$ cat config.mk
export PLATFORM = sky130hd
export DESIGN_NAME = compare_shift_datapath
export DESIGN_NICKNAME = d
export VERILOG_FILES = /design/src/logic/datapath_pkg.sv /design/src/logic/op_timer_if.sv /design/src/logic/compare_shift_datapath.sv /design/src/logic/state_timer.sv
export SDC_FILE = /design/constraint.sdc
export NUM_CORES = 1
export LEC_CHECK = 0
export BUFFER_PORTS_ARGS = -buffer_cell sky130_fd_sc_hd__buf_2
export CORE_MARGIN = 8
export CORE_UTILIZATION = 25
export DETAILED_ROUTE_END_ITERATION = 8
export GPL_TIMING_DRIVEN = 0
export PLACE_DENSITY = 0.42
export REMOVE_ABC_BUFFERS = 1
export SYNTH_ARGS = -nofsm -noshare
export SYNTH_HDL_FRONTEND = slang
export SYNTH_SLANG_ARGS = --single-unit
$ cat constraint.sdc
create_clock -name sys_clk -period 5.3 [get_ports sys_clk]
set_input_delay 0.265 -clock sys_clk [delete_from_list [all_inputs] [get_ports sys_clk]]
set_output_delay 0.265 -clock sys_clk [all_outputs]
set_load 0.03 [all_outputs]
$ cat src/logic/datapath_pkg.sv
package datapath_pkg;

	typedef enum logic [2:0] {
		compare_op,
		shift_left_logical_op,
		shift_right_arith_op,
		shift_right_logical_op,
		swap_nibble_op
	} op_t;

	typedef enum logic [3:0] {
		form_reg_reg,
		form_reg_imm,
		form_dword_imm_zero,
		form_dword_imm_one,
		form_dir8,
		form_dir16,
		form_ind_word,
		form_ind_dword,
		form_none
	} form_t;

	typedef enum logic [1:0] {
		width_byte,
		width_word,
		width_dword
	} width_t;

	typedef enum logic [1:0] {
		space_internal,
		space_port,
		space_sfr,
		space_external
	} space_t;

	typedef struct packed {
		logic [2:0] bytes;
		logic [7:0] states;
	} timing_t;

	// ********************************
	// Mode strap
	// ********************************
	localparam int         SRC_MODE_BIT   = 0;
	localparam logic       SRC_MODE_LEVEL = 1'h1;

	// ********************************
	// Base lengths and states
	// ********************************
	localparam timing_t BIN_RR_BYTE  = '{3'h3, 8'h02};
	localparam timing_t SRC_RR_BYTE  = '{3'h2, 8'h01};
	localparam timing_t BIN_RR_WORD  = '{3'h3, 8'h03};
	localparam timing_t SRC_RR_WORD  = '{3'h2, 8'h02};
	localparam timing_t BIN_RR_DWORD = '{3'h3, 8'h05};
	localparam timing_t SRC_RR_DWORD = '{3'h2, 8'h04};
	localparam timing_t BIN_IMM_BYTE = '{3'h4, 8'h03};
	localparam timing_t SRC_IMM_BYTE = '{3'h3, 8'h02};
	localparam timing_t BIN_IMM_WORD = '{3'h5, 8'h04};
	localparam timing_t SRC_IMM_WORD = '{3'h4, 8'h03};
	localparam timing_t BIN_IMM_DW   = '{3'h5, 8'h06};
	localparam timing_t SRC_IMM_DW   = '{3'h4, 8'h05};
	localparam timing_t BIN_D8_BYTE  = '{3'h4, 8'h03};
	localparam timing_t SRC_D8_BYTE  = '{3'h3, 8'h02};
	localparam timing_t BIN_D8_WORD  = '{3'h4, 8'h04};
	localparam timing_t SRC_D8_WORD  = '{3'h3, 8'h03};
	localparam timing_t BIN_D16_BYTE = '{3'h5, 8'h03};
	localparam timing_t SRC_D16_BYTE = '{3'h4, 8'h02};
	localparam timing_t BIN_D16_WORD = '{3'h5, 8'h04};
	localparam timing_t SRC_D16_WORD = '{3'h4, 8'h03};
	localparam timing_t BIN_IND_W    = '{3'h4, 8'h03};
	localparam timing_t SRC_IND_W    = '{3'h3, 8'h02};
	localparam timing_t BIN_IND_D    = '{3'h4, 8'h04};
	localparam timing_t SRC_IND_D    = '{3'h3, 8'h03};
	localparam timing_t BIN_SHIFT    = '{3'h3, 8'h02};
	localparam timing_t SRC_SHIFT    = '{3'h2, 8'h01};
	localparam timing_t ANY_SWAP     = '{3'h1, 8'h02};

	// ********************************
	// Added states
	// ********************************
	localparam logic [7:0] PORT_BYTE_EXTRA = 8'h01;
	localparam logic [7:0] SFR_BYTE_EXTRA  = 8'h02;
	localparam logic [7:0] PORT_WORD_EXTRA = 8'h02;
	localparam logic [7:0] SFR_WORD_EXTRA  = 8'h03;
	localparam logic [7:0] EXT_BASE_EXTRA  = 8'h02;

endpackage : datapath_pkg

$ cat src/logic/op_timer_if.sv
`timescale 1ns/1ps
interface op_timer_if;
	logic       load;
	logic [7:0] load_states;
	logic       busy;
	logic       finish;

	modport ctrl  (output load, output load_states, input busy, input finish);
	modport timer (input load, input load_states, output busy, output finish);
endinterface : op_timer_if

$ cat src/logic/compare_shift_datapath.sv
`timescale 1ns/1ps
module compare_shift_datapath (
	input  wire logic                   sys_clk,
	input  wire logic                   nrst,
	input  wire logic [7:0]             user_config_byte_zero,
	input  wire logic                   start,
	input  wire datapath_pkg::op_t      op,
	input  wire datapath_pkg::form_t    form,
	input  wire datapath_pkg::width_t   width,
	input  wire datapath_pkg::space_t   space,
	input  wire logic [3:0]             wait_states,
	input  wire logic [31:0]            dst_operand,
	input  wire logic [31:0]            src_operand,
	output wire logic                   busy,
	output logic                        source_mode,
	output logic [2:0]                  instr_bytes,
	output logic [7:0]                  instr_states,
	output logic                        done,
	output logic                        write_back,
	output logic [31:0]                 result,
	output logic                        carry_flag,
	output logic                        zero_flag,
	output logic                        sign_flag
);
	// ********************************
	// Helpers
	// ********************************
	function automatic logic [31:0] mask_of(input datapath_pkg::width_t w);
		case (w)
			datapath_pkg::width_byte: mask_of = 32'h0000_00ff;
			datapath_pkg::width_word: mask_of = 32'h0000_ffff;
			default:                  mask_of = 32'hffff_ffff;
		endcase
	endfunction : mask_of

	function automatic logic [31:0] top_of(input datapath_pkg::width_t w);
		case (w)
			datapath_pkg::width_byte: top_of = 32'h0000_0080;
			datapath_pkg::width_word: top_of = 32'h0000_8000;
			default:                  top_of = 32'h8000_0000;
		endcase
	endfunction : top_of

	function automatic datapath_pkg::timing_t pick(input logic s, input datapath_pkg::timing_t b,
		input datapath_pkg::timing_t r);
		pick = s ? r : b;
	endfunction : pick

	// Base encoding length and state count of one instruction
	function automatic datapath_pkg::timing_t base_timing(input logic s, input datapath_pkg::op_t o,
		input datapath_pkg::form_t f, input datapath_pkg::width_t w);
		base_timing = pick(s, datapath_pkg::BIN_SHIFT, datapath_pkg::SRC_SHIFT);
		if (o == datapath_pkg::swap_nibble_op)
			base_timing = datapath_pkg::ANY_SWAP;
		else if (o == datapath_pkg::compare_op) begin
			case (f)
				datapath_pkg::form_reg_reg: begin
					if (w == datapath_pkg::width_byte)
						base_timing = pick(s, datapath_pkg::BIN_RR_BYTE, datapath_pkg::SRC_RR_BYTE);
					else if (w == datapath_pkg::width_word)
						base_timing = pick(s, datapath_pkg::BIN_RR_WORD, datapath_pkg::SRC_RR_WORD);
					else
						base_timing = pick(s, datapath_pkg::BIN_RR_DWORD, datapath_pkg::SRC_RR_DWORD);
				end
				datapath_pkg::form_reg_imm: begin
					if (w == datapath_pkg::width_byte)
						base_timing = pick(s, datapath_pkg::BIN_IMM_BYTE, datapath_pkg::SRC_IMM_BYTE);
					else
						base_timing = pick(s, datapath_pkg::BIN_IMM_WORD, datapath_pkg::SRC_IMM_WORD);
				end
				datapath_pkg::form_dword_imm_zero,
				datapath_pkg::form_dword_imm_one:
					base_timing = pick(s, datapath_pkg::BIN_IMM_DW, datapath_pkg::SRC_IMM_DW);
				datapath_pkg::form_dir8: begin
					if (w == datapath_pkg::width_byte)
						base_timing = pick(s, datapath_pkg::BIN_D8_BYTE, datapath_pkg::SRC_D8_BYTE);
					else
						base_timing = pick(s, datapath_pkg::BIN_D8_WORD, datapath_pkg::SRC_D8_WORD);
				end
				datapath_pkg::form_dir16: begin
					if (w == datapath_pkg::width_byte)
						base_timing = pick(s, datapath_pkg::BIN_D16_BYTE, datapath_pkg::SRC_D16_BYTE);
					else
						base_timing = pick(s, datapath_pkg::BIN_D16_WORD, datapath_pkg::SRC_D16_WORD);
				end
				datapath_pkg::form_ind_word:
					base_timing = pick(s, datapath_pkg::BIN_IND_W, datapath_pkg::SRC_IND_W);
				datapath_pkg::form_ind_dword:
					base_timing = pick(s, datapath_pkg::BIN_IND_D, datapath_pkg::SRC_IND_D);
				default:
					base_timing = pick(s, datapath_pkg::BIN_RR_BYTE, datapath_pkg::SRC_RR_BYTE);
			endcase
		end
	endfunction : base_timing

	// States added by where the memory operand lives
	function automatic logic [7:0] extra_states(input datapath_pkg::op_t o, input datapath_pkg::form_t f,
		input datapath_pkg::width_t w, input datapath_pkg::space_t sp, input logic [3:0] n);
		logic [7:0] ext;
		ext = {4'h0, n} + datapath_pkg::EXT_BASE_EXTRA;
		extra_states = 8'h00;
		if (o == datapath_pkg::compare_op) begin
			if (f == datapath_pkg::form_dir8) begin
				if (sp == datapath_pkg::space_port)
					extra_states = (w == datapath_pkg::width_byte) ? datapath_pkg::PORT_BYTE_EXTRA
						: datapath_pkg::PORT_WORD_EXTRA;
				else if (sp == datapath_pkg::space_sfr)
					extra_states = (w == datapath_pkg::width_byte) ? datapath_pkg::SFR_BYTE_EXTRA
						: datapath_pkg::SFR_WORD_EXTRA;
			end else if ((f == datapath_pkg::form_dir16 || f == datapath_pkg::form_ind_word
				|| f == datapath_pkg::form_ind_dword) && sp == datapath_pkg::space_external)
				extra_states = (w == datapath_pkg::width_byte) ? ext : {ext[6:0], 1'h0};
		end
	endfunction : extra_states

	// ********************************
	// Decode and arithmetic
	// ********************************
	op_timer_if tmr ();

	datapath_pkg::timing_t base;
	logic [7:0]            total_states;
	logic                  accept;
	logic [31:0]           mask;
	logic [31:0]           top;
	logic [31:0]           dst_m;
	logic [31:0]           src_m;
	logic [32:0]           diff;
	logic [31:0]           shl_val;
	logic [31:0]           shr_val;
	logic [31:0]           sra_val;
	logic [31:0]           swap_val;
	logic [31:0]           next_result;
	logic                  next_carry;
	logic                  next_wb;
	logic                  next_flags;

	assign base         = base_timing(source_mode, op, form, width);
	assign total_states = base.states + extra_states(op, form, width, space, wait_states);
	assign accept       = start && !tmr.busy;
	assign busy         = tmr.busy;
	assign tmr.load        = accept;
	assign tmr.load_states = total_states;

	assign mask  = mask_of(width);
	assign top   = top_of(width);
	assign dst_m = dst_operand & mask;
	assign src_m = (form == datapath_pkg::form_dword_imm_zero) ? {16'h0000, src_operand[15:0]}
		: (form == datapath_pkg::form_dword_imm_one) ? {16'hffff, src_operand[15:0]}
		: src_operand & mask;
	assign diff     = {1'h0, dst_m} - {1'h0, src_m};
	assign shl_val  = (dst_m << 1) & mask;
	assign shr_val  = dst_m >> 1;
	assign sra_val  = shr_val | (dst_m & top);
	assign swap_val = {24'h000000, dst_operand[3:0], dst_operand[7:4]};

	always_comb begin
		next_result = diff[31:0] & mask;
		next_carry  = diff[32];
		next_wb     = 1'h1;
		next_flags  = 1'h1;
		case (op)
			datapath_pkg::compare_op: begin
				next_wb = 1'h0;
			end
			datapath_pkg::shift_left_logical_op: begin
				next_result = shl_val;
				next_carry  = |(dst_m & top);
			end
			datapath_pkg::shift_right_arith_op: begin
				next_result = sra_val;
				next_carry  = dst_m[0];
			end
			datapath_pkg::shift_right_logical_op: begin
				next_result = shr_val;
				next_carry  = dst_m[0];
			end
			datapath_pkg::swap_nibble_op: begin
				next_result = swap_val;
				next_flags  = 1'h0;
			end
			default: begin
				next_wb    = 1'h0;
				next_flags = 1'h0;
			end
		endcase
	end

	state_timer u_timer (
		.sys_clk (sys_clk),
		.nrst    (nrst),
		.tmr     (tmr.timer)
	);

	// ********************************
	// Pending and visible state
	// ********************************
	logic [31:0]           pend_result;
	logic                  pend_carry;
	logic                  pend_zero;
	logic                  pend_sign;
	logic                  pend_wb;
	logic                  pend_flags;
	logic                  next_zero;
	logic                  next_sign;

	assign next_zero = (next_result == 32'h0000_0000);
	assign next_sign = |(next_result & top);

	always_ff @(posedge sys_clk) begin
		if (!nrst)
			source_mode <= (user_config_byte_zero[datapath_pkg::SRC_MODE_BIT]
				== datapath_pkg::SRC_MODE_LEVEL);
	end

	always_ff @(posedge sys_clk) begin
		if (!nrst) begin
			instr_bytes  <= 3'h0;
			instr_states <= 8'h00;
			pend_result  <= 32'h0000_0000;
			pend_carry   <= 1'h0;
			pend_zero    <= 1'h0;
			pend_sign    <= 1'h0;
			pend_wb      <= 1'h0;
			pend_flags   <= 1'h0;
		end else if (accept) begin
			instr_bytes  <= base.bytes;
			instr_states <= total_states;
			pend_result  <= next_result;
			pend_carry   <= next_carry;
			pend_zero    <= next_zero;
			pend_sign    <= next_sign;
			pend_wb      <= next_wb;
			pend_flags   <= next_flags;
		end
	end

	always_ff @(posedge sys_clk) begin
		if (!nrst) begin
			done       <= 1'h0;
			write_back <= 1'h0;
			result     <= 32'h0000_0000;
			carry_flag <= 1'h0;
			zero_flag  <= 1'h0;
			sign_flag  <= 1'h0;
		end else begin
			done       <= tmr.finish;
			write_back <= tmr.finish && pend_wb;
			if (tmr.finish)
				result <= pend_result;
			if (tmr.finish && pend_flags) begin
				carry_flag <= pend_carry;
				zero_flag  <= pend_zero;
				sign_flag  <= pend_sign;
			end
		end
	end

	// ********************************
	// Checks
	// ********************************
	logic [7:0] elapsed;

	always_ff @(posedge sys_clk) begin
		if (!nrst)
			elapsed <= 8'h00;
		else if (accept)
			elapsed <= 8'h00;
		else
			elapsed <= elapsed + 8'h01;
	end

	property p_mode_fixed;
		@(posedge sys_clk) disable iff (!nrst)
		$past(nrst) |-> $stable(source_mode);
	endproperty
	a_mode_fixed: assert property (p_mode_fixed) else $error("opcode mode changed");

	property p_cmp_word_rr;
		@(posedge sys_clk) disable iff (!nrst)
		accept && op == datapath_pkg::compare_op && form == datapath_pkg::form_reg_reg
			&& width == datapath_pkg::width_word
		|=> instr_bytes == (source_mode ? 3'h2 : 3'h3) && instr_states == (source_mode ? 8'h02 : 8'h03);
	endproperty
	a_cmp_word_rr: assert property (p_cmp_word_rr) else $error("word compare timing wrong");

	property p_cmp_dword_rr;
		@(posedge sys_clk) disable iff (!nrst)
		accept && op == datapath_pkg::compare_op && form == datapath_pkg::form_reg_reg
			&& width == datapath_pkg::width_dword
		|=> instr_states == (source_mode ? 8'h04 : 8'h05);
	endproperty
	a_cmp_dword_rr: assert property (p_cmp_dword_rr) else $error("dword compare timing wrong");

	property p_ext_word;
		@(posedge sys_clk) disable iff (!nrst)
		accept && op == datapath_pkg::compare_op && form == datapath_pkg::form_dir16
			&& width == datapath_pkg::width_word && space == datapath_pkg::space_external
		|=> instr_states == (source_mode ? 8'h03 : 8'h04) + {3'h0, $past(wait_states), 1'h0} + 8'h04;
	endproperty
	a_ext_word: assert property (p_ext_word) else $error("external word states wrong");

	property p_done_latency;
		@(posedge sys_clk) disable iff (!nrst)
		done |-> elapsed == instr_states && !tmr.busy;
	endproperty
	a_done_latency: assert property (p_done_latency) else $error("done not at state count");

	property p_sll_byte;
		@(posedge sys_clk) disable iff (!nrst)
		accept && op == datapath_pkg::shift_left_logical_op && width == datapath_pkg::width_byte
		|=> pend_result == {24'h000000, $past(dst_operand[6:0]), 1'h0} && pend_carry == $past(dst_operand[7]);
	endproperty
	a_sll_byte: assert property (p_sll_byte) else $error("left shift wrong");

	property p_sra_word;
		@(posedge sys_clk) disable iff (!nrst)
		accept && op == datapath_pkg::shift_right_arith_op && width == datapath_pkg::width_word
		|=> pend_result[15:0] == {$past(dst_operand[15]), $past(dst_operand[15:1])}
			&& pend_carry == $past(dst_operand[0]);
	endproperty
	a_sra_word: assert property (p_sra_word) else $error("arithmetic shift wrong");

	property p_swap;
		@(posedge sys_clk) disable iff (!nrst)
		accept && op == datapath_pkg::swap_nibble_op
		|=> pend_result[7:0] == {$past(dst_operand[3:0]), $past(dst_operand[7:4])} && instr_states == 8'h02;
	endproperty
	a_swap: assert property (p_swap) else $error("swap wrong");

	property p_cmp_no_write;
		@(posedge sys_clk) disable iff (!nrst)
		accept && op == datapath_pkg::compare_op
		|=> !pend_wb && pend_carry == ($past(dst_m) < $past(src_m));
	endproperty
	a_cmp_no_write: assert property (p_cmp_no_write) else $error("compare result wrong");

	property p_shift_write;
		@(posedge sys_clk) disable iff (!nrst)
		done && pend_wb |-> write_back && (!pend_flags || zero_flag == (result == 32'h0000_0000));
	endproperty
	a_shift_write: assert property (p_shift_write) else $error("shift write back wrong");

endmodule : compare_shift_datapath

$ cat src/logic/state_timer.sv
`timescale 1ns/1ps
module state_timer (
	input  wire logic sys_clk,
	input  wire logic nrst,
	op_timer_if.timer tmr
);
	logic [7:0] count;
	logic [7:0] next_count;

	assign next_count = tmr.load ? tmr.load_states
		: (count != 8'h00) ? count - 8'h01 : count;
	assign tmr.busy   = (count != 8'h00);
	assign tmr.finish = (count == 8'h01);

	always_ff @(posedge sys_clk) begin
		if (!nrst)
			count <= 8'h00;
		else
			count <= next_count;
	end
endmodule : state_timer

Word level (Yosys, flattened, before mapping)
Index checks and enable logic that the tools add are counted.

word-level totals
  register bits = 94
  bits of input ports = 90

operators by class
  add/subtract/negate cells = 4
  eq/ne operators = 16
  mux-type cells = 34
  bitwise logic cells = 7
  reductions and logical operators = 19

operators with widths
  cell                                               number
  AND 32 bit                                         6
  case mux 32 bit (2 select lines)                   2
  case mux 32 bit (4 select lines)                   1
  two-way mux 9 bit                                  9
  case mux 11 bit (7 select lines)                   1
  two-way mux 11 bit                                 6
  two-way mux 32 bit                                 2
  OR reduction 32 bit                                2
  subtractor 32 x 32 -> 33 bit                       1
  logical NOT 32 bit                                 1
  two-way mux 8 bit                                  4
  bitwise OR 31 x 32 -> 32 bit                       1
  == test 4 x 3 -> 1 bit (second input constant)     4
  two-way mux 6 bit                                  2
  adder 8 bit                                        1
  == test 4 x 2 -> 1 bit (second input constant)     2
  == test 8 x 1 -> 1 bit (second input constant)     1
  nonzero test 8 bit                                 1
  OR reduction 4 bit                                 2
  subtractor 8 x 1 -> 8 bit (second input constant)  1
  == test 3 x 2 -> 1 bit (second input constant)     2
  two-way mux 2 bit                                  3
  adder 4 x 2 -> 5 bit (second input constant)       1
  == test 2 x 1 -> 1 bit (second input constant)     2
  other kinds (14)                                   22

Logic depth before layout (Yosys ltp)
Gate-level depths: netlist of run 1.

  depth after elaboration = 10
  mapped depth = 18
  gate-level depth less buffers = 15

Cells and area by module
A second synthesis of run 1 with hierarchy kept.

unflattened totals
  cell total of the unflattened synthesis = 991
  area total of the unflattened synthesis = 7522.2 um^2

modules (own cells, without submodules)
  module                  instances  cells an instance  area each (um^2)  seq. area each (um^2)
  compare_shift_datapath  1          931                7018.0            1711.6
  state_timer             1          60                 504.2             160.2

Worst setup path after synthesis of run 1
OpenSTA, ideal clock, no wires.

  path type = in2reg
  start = in width[1]
  end = reg pend_zero
  setup time = 60 ps
  arrival time = 3743 ps
  data required time = 5240 ps
  slack = 1497 ps
  cell stages on the path = 18
  path buffers = 3
  cell sequence = or2_2 > buf_2 > clkinv_1 > buf_1 > nand2_1 > nand2_1 > ha_1 > clkbuf_1 > a211oi_1 > o211ai_1 > a21oi_1 > a21bo_2 > xor2_1 > a222oi_1 > o2111ai_1 > a2111oi_0 > nand4_1 > nand2_1

on the way
  word-level cells in the longest chain between the ends = 9

RTL lines
  element                                                      RTL line                                                    source
  from (decl)                                                  compare_shift_datapath.sv:9                                 input wire datapath_pkg::width_t width,
  == test 2 x 1 -> 1 bit or logical NOT 2 bit (tied branches)  compare_shift_datapath.sv:29, compare_shift_datapath.sv:37
  case mux 32 bit (2 select lines)                             compare_shift_datapath.sv:29                                case (w)
  AND 32 bit                                                   compare_shift_datapath.sv:150                               : src_operand & mask;
  two-way mux 32 bit                                           compare_shift_datapath.sv:149                               : (form == datapath_pkg::form_dword_imm_one) ? {16'hffff, src_operand[15:0]}
  two-way mux 32 bit                                           compare_shift_datapath.sv:148                               assign src_m = (form == datapath_pkg::form_dword_imm_zero) ? {16'h0000, src_operand[15:0]}
  subtractor 32 x 32 -> 33 bit                                 compare_shift_datapath.sv:151                               assign diff = {1'h0, dst_m} - {1'h0, src_m};
  AND 32 bit                                                   compare_shift_datapath.sv:158                               next_result = diff[31:0] & mask;
  case mux 32 bit (4 select lines) *                           compare_shift_datapath.sv:162                               case (op)
  logical NOT 32 bit *                                         compare_shift_datapath.sv:207                               assign next_zero = (next_result == 32'h0000_0000);
  to (signal assigned)                                         compare_shift_datapath.sv:231                               pend_zero <= next_zero;
  to (decl)                                                    compare_shift_datapath.sv:200                               logic pend_zero;

Every way passes the cells marked *; elsewhere a longest branch is shown, timed or not.
A chain may end at the register's enable or synchronous reset.

Worst setup path after layout of run 1
Same ends and word-level chain as after synthesis.

==> impl_metrics.csv, run 1 <==
group,metric,value,unit
clock_network,cts.sink_count,93,
sta,clock_skew,0.007843,ns
logic_synthesis,ys_warn_count,0,
sta,tns,0,ns
setup_path,arrival,5.23,ns
sta,fin_crit_sh,0.9341,
setup_path,worstPathRequired,5.58,ns
clock_network,cts-root-buf,"clkbuf_16",
setup_path,path_cells,"buf_2, or2_2, clkinv_2, nand2_1, nand2_1, ha_1, a211oi_1, o211ai_1, a21oi_1, a21bo_2, xor2_1, a222oi_1, o2111ai_1, a2111oi_0, nand4_1, nand2_1",
sta,max_freq,202.0,MHz
setup_path,startpoint_type,"primary input",
clock_network,path_clk_slew,0.06,ns
sta,timing.hold.ws,0.1102,ns
setup_path,cp_slowest_stage_delay,0.72,ns
final_layout,syn2layout_area_growth,16.41,%
logic_synthesis,ys_seq_elements,93,
placed_design,dp_slack,-0.3610,ns
sta,slew-limit-headroom,0.08987,
detailed_routing,vias,7768,
detailed_routing,finalWirelength,27930,microns
final_layout,nNetsFinal,1237,
clock_network,post-cts-setup-buffers,0,
detailed_routing,drc,0,
global_routing,antenna_found_initial,1,
placed_design,hpwlAfterDp,21480,microns
sta,worst_pin_slew,1.360,ns
logic_synthesis,avgSynthCellArea,7.129,sq um
global_routing,grt_max_degree,82,
clock_network,cts.htree.levels,3,
clock_network,cts_resized,1,
setup_path,critPathMostFrequentCell,"nand2_1",
sta,setup_violations,0,
logic_synthesis,ys.flop_type,"dfxtp_1",
logic_synthesis,netlist_area,7357,sq um
clock_network,hold_buffers,0,
clock_network,numCtsBuffers,9,
clock_network,clk_latency,0.34,ns
logic_synthesis,synth_cell_type_count,77,
job,max-cap-violations,0,
floorplan,fp-row-count,63,
power_and_ir_drop,cellLeakagePower,0.003418,uW
detailed_routing,drtIter0Drc,565,
logic_synthesis,synth-async-reset-ratio,0,
logic_synthesis,yosysSeqAreaShare,0.2544,
detailed_routing,viasPerCell,5.186,
detailed_routing,ant_nets,0,
floorplan,core,29320,sq um
sta,period_minus_slack,4.951,ns
floorplan,dieHeight,187.5,microns
detailed_routing,drtPass1Iterations,5,
logic_synthesis,ys_top_cells_by_area,"dfxtp_1 (25%), a21oi_1 (8.6%), nand2_1 (7.9%), ha_1 (7.3%), nor2_1 (5.1%)",
sta,rsz0062_at_grt,"false",
global_routing,grt_overflow_total,0,
detailed_routing,routedWlPerCell,18.64,microns
clock_network,clockBufferDepth,2,
sta,hold_viol,0,
setup_path,worstPathMaxFanout,31,
power_and_ir_drop,power_density,320.0,nW/um^2
floorplan,die_w,187.5,microns
global_routing,grt_usage,0.1533,
floorplan,die_area,35170,sq um
global_routing,grt_pass1_vias,7579,
sta,maxSlewViolCount,0,
logic_synthesis,synth_area_leader_cell,"dfxtp_1",
placed_design,gp_congestion,0.8722,
setup_path,slowest_stage,"a222oi_1",
global_routing,grt_pass1_wl,44020,microns
logic_synthesis,synth-edff-count,1,
clock_network,cts_tree,"yes",
sta,setup_slack,0.3494,ns
min_path,hold_path_class,"primary input to flip-flop",
power_and_ir_drop,ir_drop,145.0,uV
setup_path,crit_type,"primary input to flip-flop",
placed_design,portBuffers,131,
final_layout,final_util,0.2921,
floorplan,io_pins,140,
logic_synthesis,synthCells,1032,
final_layout,drive_above_1_share,0.1581,
logic_synthesis,yosys.area.top_type_share,0.2503,
floorplan,start_util,0.2509,
setup_path,crit_path_end_kind,"flip-flop",
outcome,status,"completed",
## cells by family after synthesis
family / count (synthesis) / synth area share
xor gates and xnor gates: 24 / 0.02857
DFF: 93 / 0.2544
and+or+nand+nor: 418 / 0.2675
buffers and inverters: 102 / 0.05442
other: 1 / 0.0005097
muxes: 10 / 0.01361
adders and majority gates: 45 / 0.07857
AOI/OAI and AO/OA: 339 / 0.3024
## sequential cells by signal, indices dropped and copies added (netlist names), 3 cells and up
register / count
instr_bytes: 3
instr_states: 7
pend_result: 32
u_timer.count: 8
result: 32
## layout make-up
type | instances | area (sq um)
inverters | 28 | 108.9
clock buffers | 11 | 242.7
repair buffers | 133 | 683.2
fillers | 3331 | 20760
clock inverters | 5 | 57.56
flip-flops and latches | 93 | 1872
multi-input cells | 837 | 5110
well taps | 390 | 488.0
diodes | 1 | 2.502
## per-layer routing
layer | routed length, microns | global-route usage | share of wire | up-vias
li1 | - | - | - | 3885
met1 | 13890 | 0.2179 | 0.50 | 3667
met2 | 12370 | 0.2398 | 0.44 | 189
met3 | 1010 | 0.01542 | 0.036 | 27
met4 | 657 | 0.04758 | 0.024 | 0
met5 | 0 | 0 | 0 | -
## power by group
group	switching, uW	internal [uW]	leakage, uW	total [uW]
combinational	779	406	0.00252	1190
sequential	75.7	823	0.000756	898
clock	277	380	0.000146	657
total	1130	1610	0.00342	2740
## cells in the mapped netlist (10+ instances only)
cell type  instances
xor2_1            13
nand2_1          155
nand3_1           20
ha_1              43
xnor2_1           11
and2_1            28
o21ai_0           50
a211oi_1          21
nand4_1           23
a21o_1            13
and3_1            12
clkbuf_1          62
nor3_1            23
o21bai_1          11
o21a_1            13
a21oi_1          127
inv_1             25
a22oi_1           12
nor2_1            99
dfxtp_1           92
mux2i_1           10
## placed cells by master, fill, tap and decap left out, drive strengths merged, types with 9 or more instances in the layout
cell type  synthesis  routed
a211oi            21      21
a21o              13      13
a21oi            127     127
a22oi             12      12
and2              29      29
and3              12      12
buf               12     133
clkbuf            62      11
dfxtp             92      92
ha                43      43
inv               26      28
mux2i             10      10
nand2            155     155
nand2b             9       9
nand3             20      20
nand4             23      23
nor2              99      99
nor2b              9       9
nor3              23      23
o211ai            10      10
o21a              13      13
o21ai             51      51
o21bai            11      11
xnor2             11      11
xor2              13      13
## path summary, 6_finish.rpt
path                          end                startpoint  slack [ns]  cells after the start
setup / recovery        pend_zero                  width[1]        0.35                     16
hold / removal        source_mode  user_config_byte_zero[0]        0.11                      1
setup reg to reg  instr_states[5]               source_mode        1.84                     14
hold reg to reg        result[31]                result[31]        0.45                      2
## through the flow
stage	cells	area [sq um]	power, uW
floorplan	958	7062	1717
CTS	1497	8561	2776
global placement	1479	8205	2096
finish	1498	8564	2741
global route	1498	8564	2957
detailed placement	1481	8259	2103
## critical path: cells and delay by family
kind	cells	cell delay, ns
compound gates	7	2.28
xor+xnor	1	0.15
fa+ha+maj	1	0.41
buf+inv	2	0.86
simple gates	5	1.24
Note: power is estimated with default switching activity, not from simulation.
==> run 2, diff against run 1 <==
--- a/config.mk
+++ b/config.mk
@@ -7,10 +7,10 @@
 export LEC_CHECK = 0
 export BUFFER_PORTS_ARGS = -buffer_cell sky130_fd_sc_hd__buf_2
 export CORE_MARGIN = 8
-export CORE_UTILIZATION = 25
+export CORE_UTILIZATION = 55
 export DETAILED_ROUTE_END_ITERATION = 8
 export GPL_TIMING_DRIVEN = 0
-export PLACE_DENSITY = 0.42
+export PLACE_DENSITY = 0.79
 export REMOVE_ABC_BUFFERS = 1
 export SYNTH_ARGS = -nofsm -noshare
 export SYNTH_HDL_FRONTEND = slang
==> run 2 against run 1 <==
Compared with the run above:
- via count increased by 3.0%
- sequential cell count unchanged
- die area decreased by 51%
- critical path type unchanged
- critical endpoint unchanged
- highest routed layer unchanged
==> impl_metrics.csv, run 2 (same netlist as run 1, synthesis figures left out) <==
group,metric,value,unit
outcome,status,"completed",
clock_network,cts-root-buf,"clkbuf_16",
clock_network,hold_buffers,0,
detailed_routing,viasPerCell,6.224,
placed_design,dp_slack,-0.02175,ns
sta,timing.hold.ws,0.1003,ns
detailed_routing,drc,0,
detailed_routing,drtPass1Iterations,5,
final_layout,syn2layout_area_growth,12.87,%
setup_path,arrival,4.87,ns
sta,worst_pin_slew,1.435,ns
global_routing,grt_use_met3,0.04268,
power_and_ir_drop,sw_frac_of_total,0.4117,
power_and_ir_drop,internal_power,1574,uW
placed_design,portBuffers,131,
job,max-cap-violations,0,
global_routing,grt_overflow_total,0,
floorplan,core,13140,sq um
detailed_routing,drtIter0Drc,883,
sta,setup_violations,0,
final_layout,final_util,0.6321,
sta,setup_slack,0.7049,ns
setup_path,worstPathRequired,5.58,ns
min_path,hold_path_class,"primary input to flip-flop",
global_routing,grt_pass1_wl,37560,microns
final_layout,n_antenna_cell,0,
power_and_ir_drop,cellLeakagePower,0.003420,uW
detailed_routing,vias,8004,
detailed_routing,ant_nets,0,
global_routing,grt_usage,0.2565,
placed_design,gp_congestion,0.9917,
detailed_routing,routedWlPerCell,18.00,microns
final_layout,drive_above_1_share,0.1577,
floorplan,start_util,0.5600,
power_and_ir_drop,clockPowerShare,0.225,
min_path,whs_path_depth,1,
sta,rsz0062_at_grt,"false",
power_and_ir_drop,power_density,322.1,nW/um^2
final_layout,final_cell_mix,"nand2_1 (155), buf_2 (131), a21oi_1 (126), nor2_1 (98), dfxtp_1 (92)",
setup_path,crit_type,"primary input to flip-flop",
final_layout,final_common_cell,"nand2_1",
sta,tns,0,ns
setup_path,worstPathMaxFanout,31,
placed_design,hpwlAfterDp,17300,microns
global_routing,grt_util_met2,0.4149,
final_layout,top_regs,"pend_result: 32 flops, result: 32 flops, u_timer.count: 8 flops",
floorplan,die_w,131.7,microns
power_and_ir_drop,seqPwrFrac,0.337,
final_layout,nNetsFinal,1240,
final_layout,fin_cells,1286,
global_routing,grt_max_degree,82,
setup_path,startpoint_type,"primary input",
floorplan,die_area,17330,sq um
clock_network,clk_latency,0.34,ns
power_and_ir_drop,power.switching,1101,uW
clock_network,clockBufferDepth,2,
sta,fin_crit_sh,0.8670,
sta,slew-limit-headroom,0.04123,
floorplan,fp-row-count,42,
placed_design,dp.cells,1266,
clock_network,path_clk_slew,0.06,ns
clock_network,cts.htree.levels,3,
global_routing,grt_pass1_vias,7516,
sta,period_minus_slack,4.595,ns
sta,max_freq,217.6,MHz
floorplan,dieHeight,131.7,microns
setup_path,crit_path_end_kind,"flip-flop",
clock_network,numCtsBuffers,9,
detailed_routing,finalWirelength,23150,microns
setup_path,reg2reg_depth,14,
floorplan,io_pins,140,
power_and_ir_drop,ir_drop,155.0,uV
clock_network,cts.sink_count,93,
global_routing,grt_busiest_layer,"met2",
sta,hold_viol,0,
global_routing,antenna_found_initial,0,
sta,maxSlewViolCount,0,
power_and_ir_drop,combPwrFrac,0.437,
clock_network,cts_tree,"yes",
sta,clock_skew,0.005608,ns
global_routing,grt_util_met1,0.3344,
[run 2: per-stage QoR]
stage | area [sq um] | total power, uW
floorplan | 7062 | 1717
CTS | 8249 | 2656
finish | 8304 | 2675
global placement | 7938 | 2030
global route | 8304 | 2850
detailed placement | 7970 | 2052
[run 2: power by group through the flow]
stage | combinational [uW] | clock (uW) | sequential [uW]
6_report | 1170 | 603 | 903
5_1_grt | 1300 | 635 | 916
4_1_cts | 1150 | 609 | 901
3_5_place_dp | 1140 | 0 | 913
3_3_place_gp | 1120 | 0 | 908
2_1_floorplan | 773 | 0 | 945
[run 2: path summary, 6_finish.rpt]
kind                            start         endpoint  slack [ns]
max                          width[1]        pend_zero        0.70
min          user_config_byte_zero[0]      source_mode        0.10
max reg2reg               source_mode  instr_states[5]        1.98
min reg2reg            instr_bytes[2]   instr_bytes[2]        0.45
[run 2: routing by layer]
metal  up-vias  part of all wire  wire length (microns)
li1       3892                 -                      -
met1      3734              0.44                  10080
met2       335              0.46                  10710
met5         -                 0                      0
met3        43             0.078                   1800
met4         0             0.024                    553
[run 2: critical path, stage by stage]
cell        delay, ns
buf_2            0.43
or2_2            0.51
clkinvlp_4       0.27
nand2_1          0.30
nand2_1          0.10
ha_1             0.40
a211oi_1         0.34
o211ai_1         0.15
a21oi_1          0.14
a21bo_2          0.27
xor2_1           0.15
a222oi_1         0.60
o2111ai_1        0.19
a2111oi_0        0.49
nand4_1          0.15
nand2_1          0.08
[run 2: cell type report]
| class | count | area (sq um) |
|---|---|---|
| Clock buffer | 13 | 260.3 |
| Clock inverter | 3 | 18.77 |
| Fill cell | 1272 | 4833 |
| Inverter | 28 | 108.9 |
| Multi-Input combinational cell | 837 | 5106 |
| Sequential cell | 93 | 1872 |
| Tap cell | 176 | 220.2 |
| Timing Repair Buffer | 136 | 718.2 |
[run 2: timing repair]
action / in CTS / in global routing
resized for setup: 0 / 1
hold endpoints to repair: 0 / 0
buffers inserted: 0 / 3
setup endpoints to repair: 0 / 1
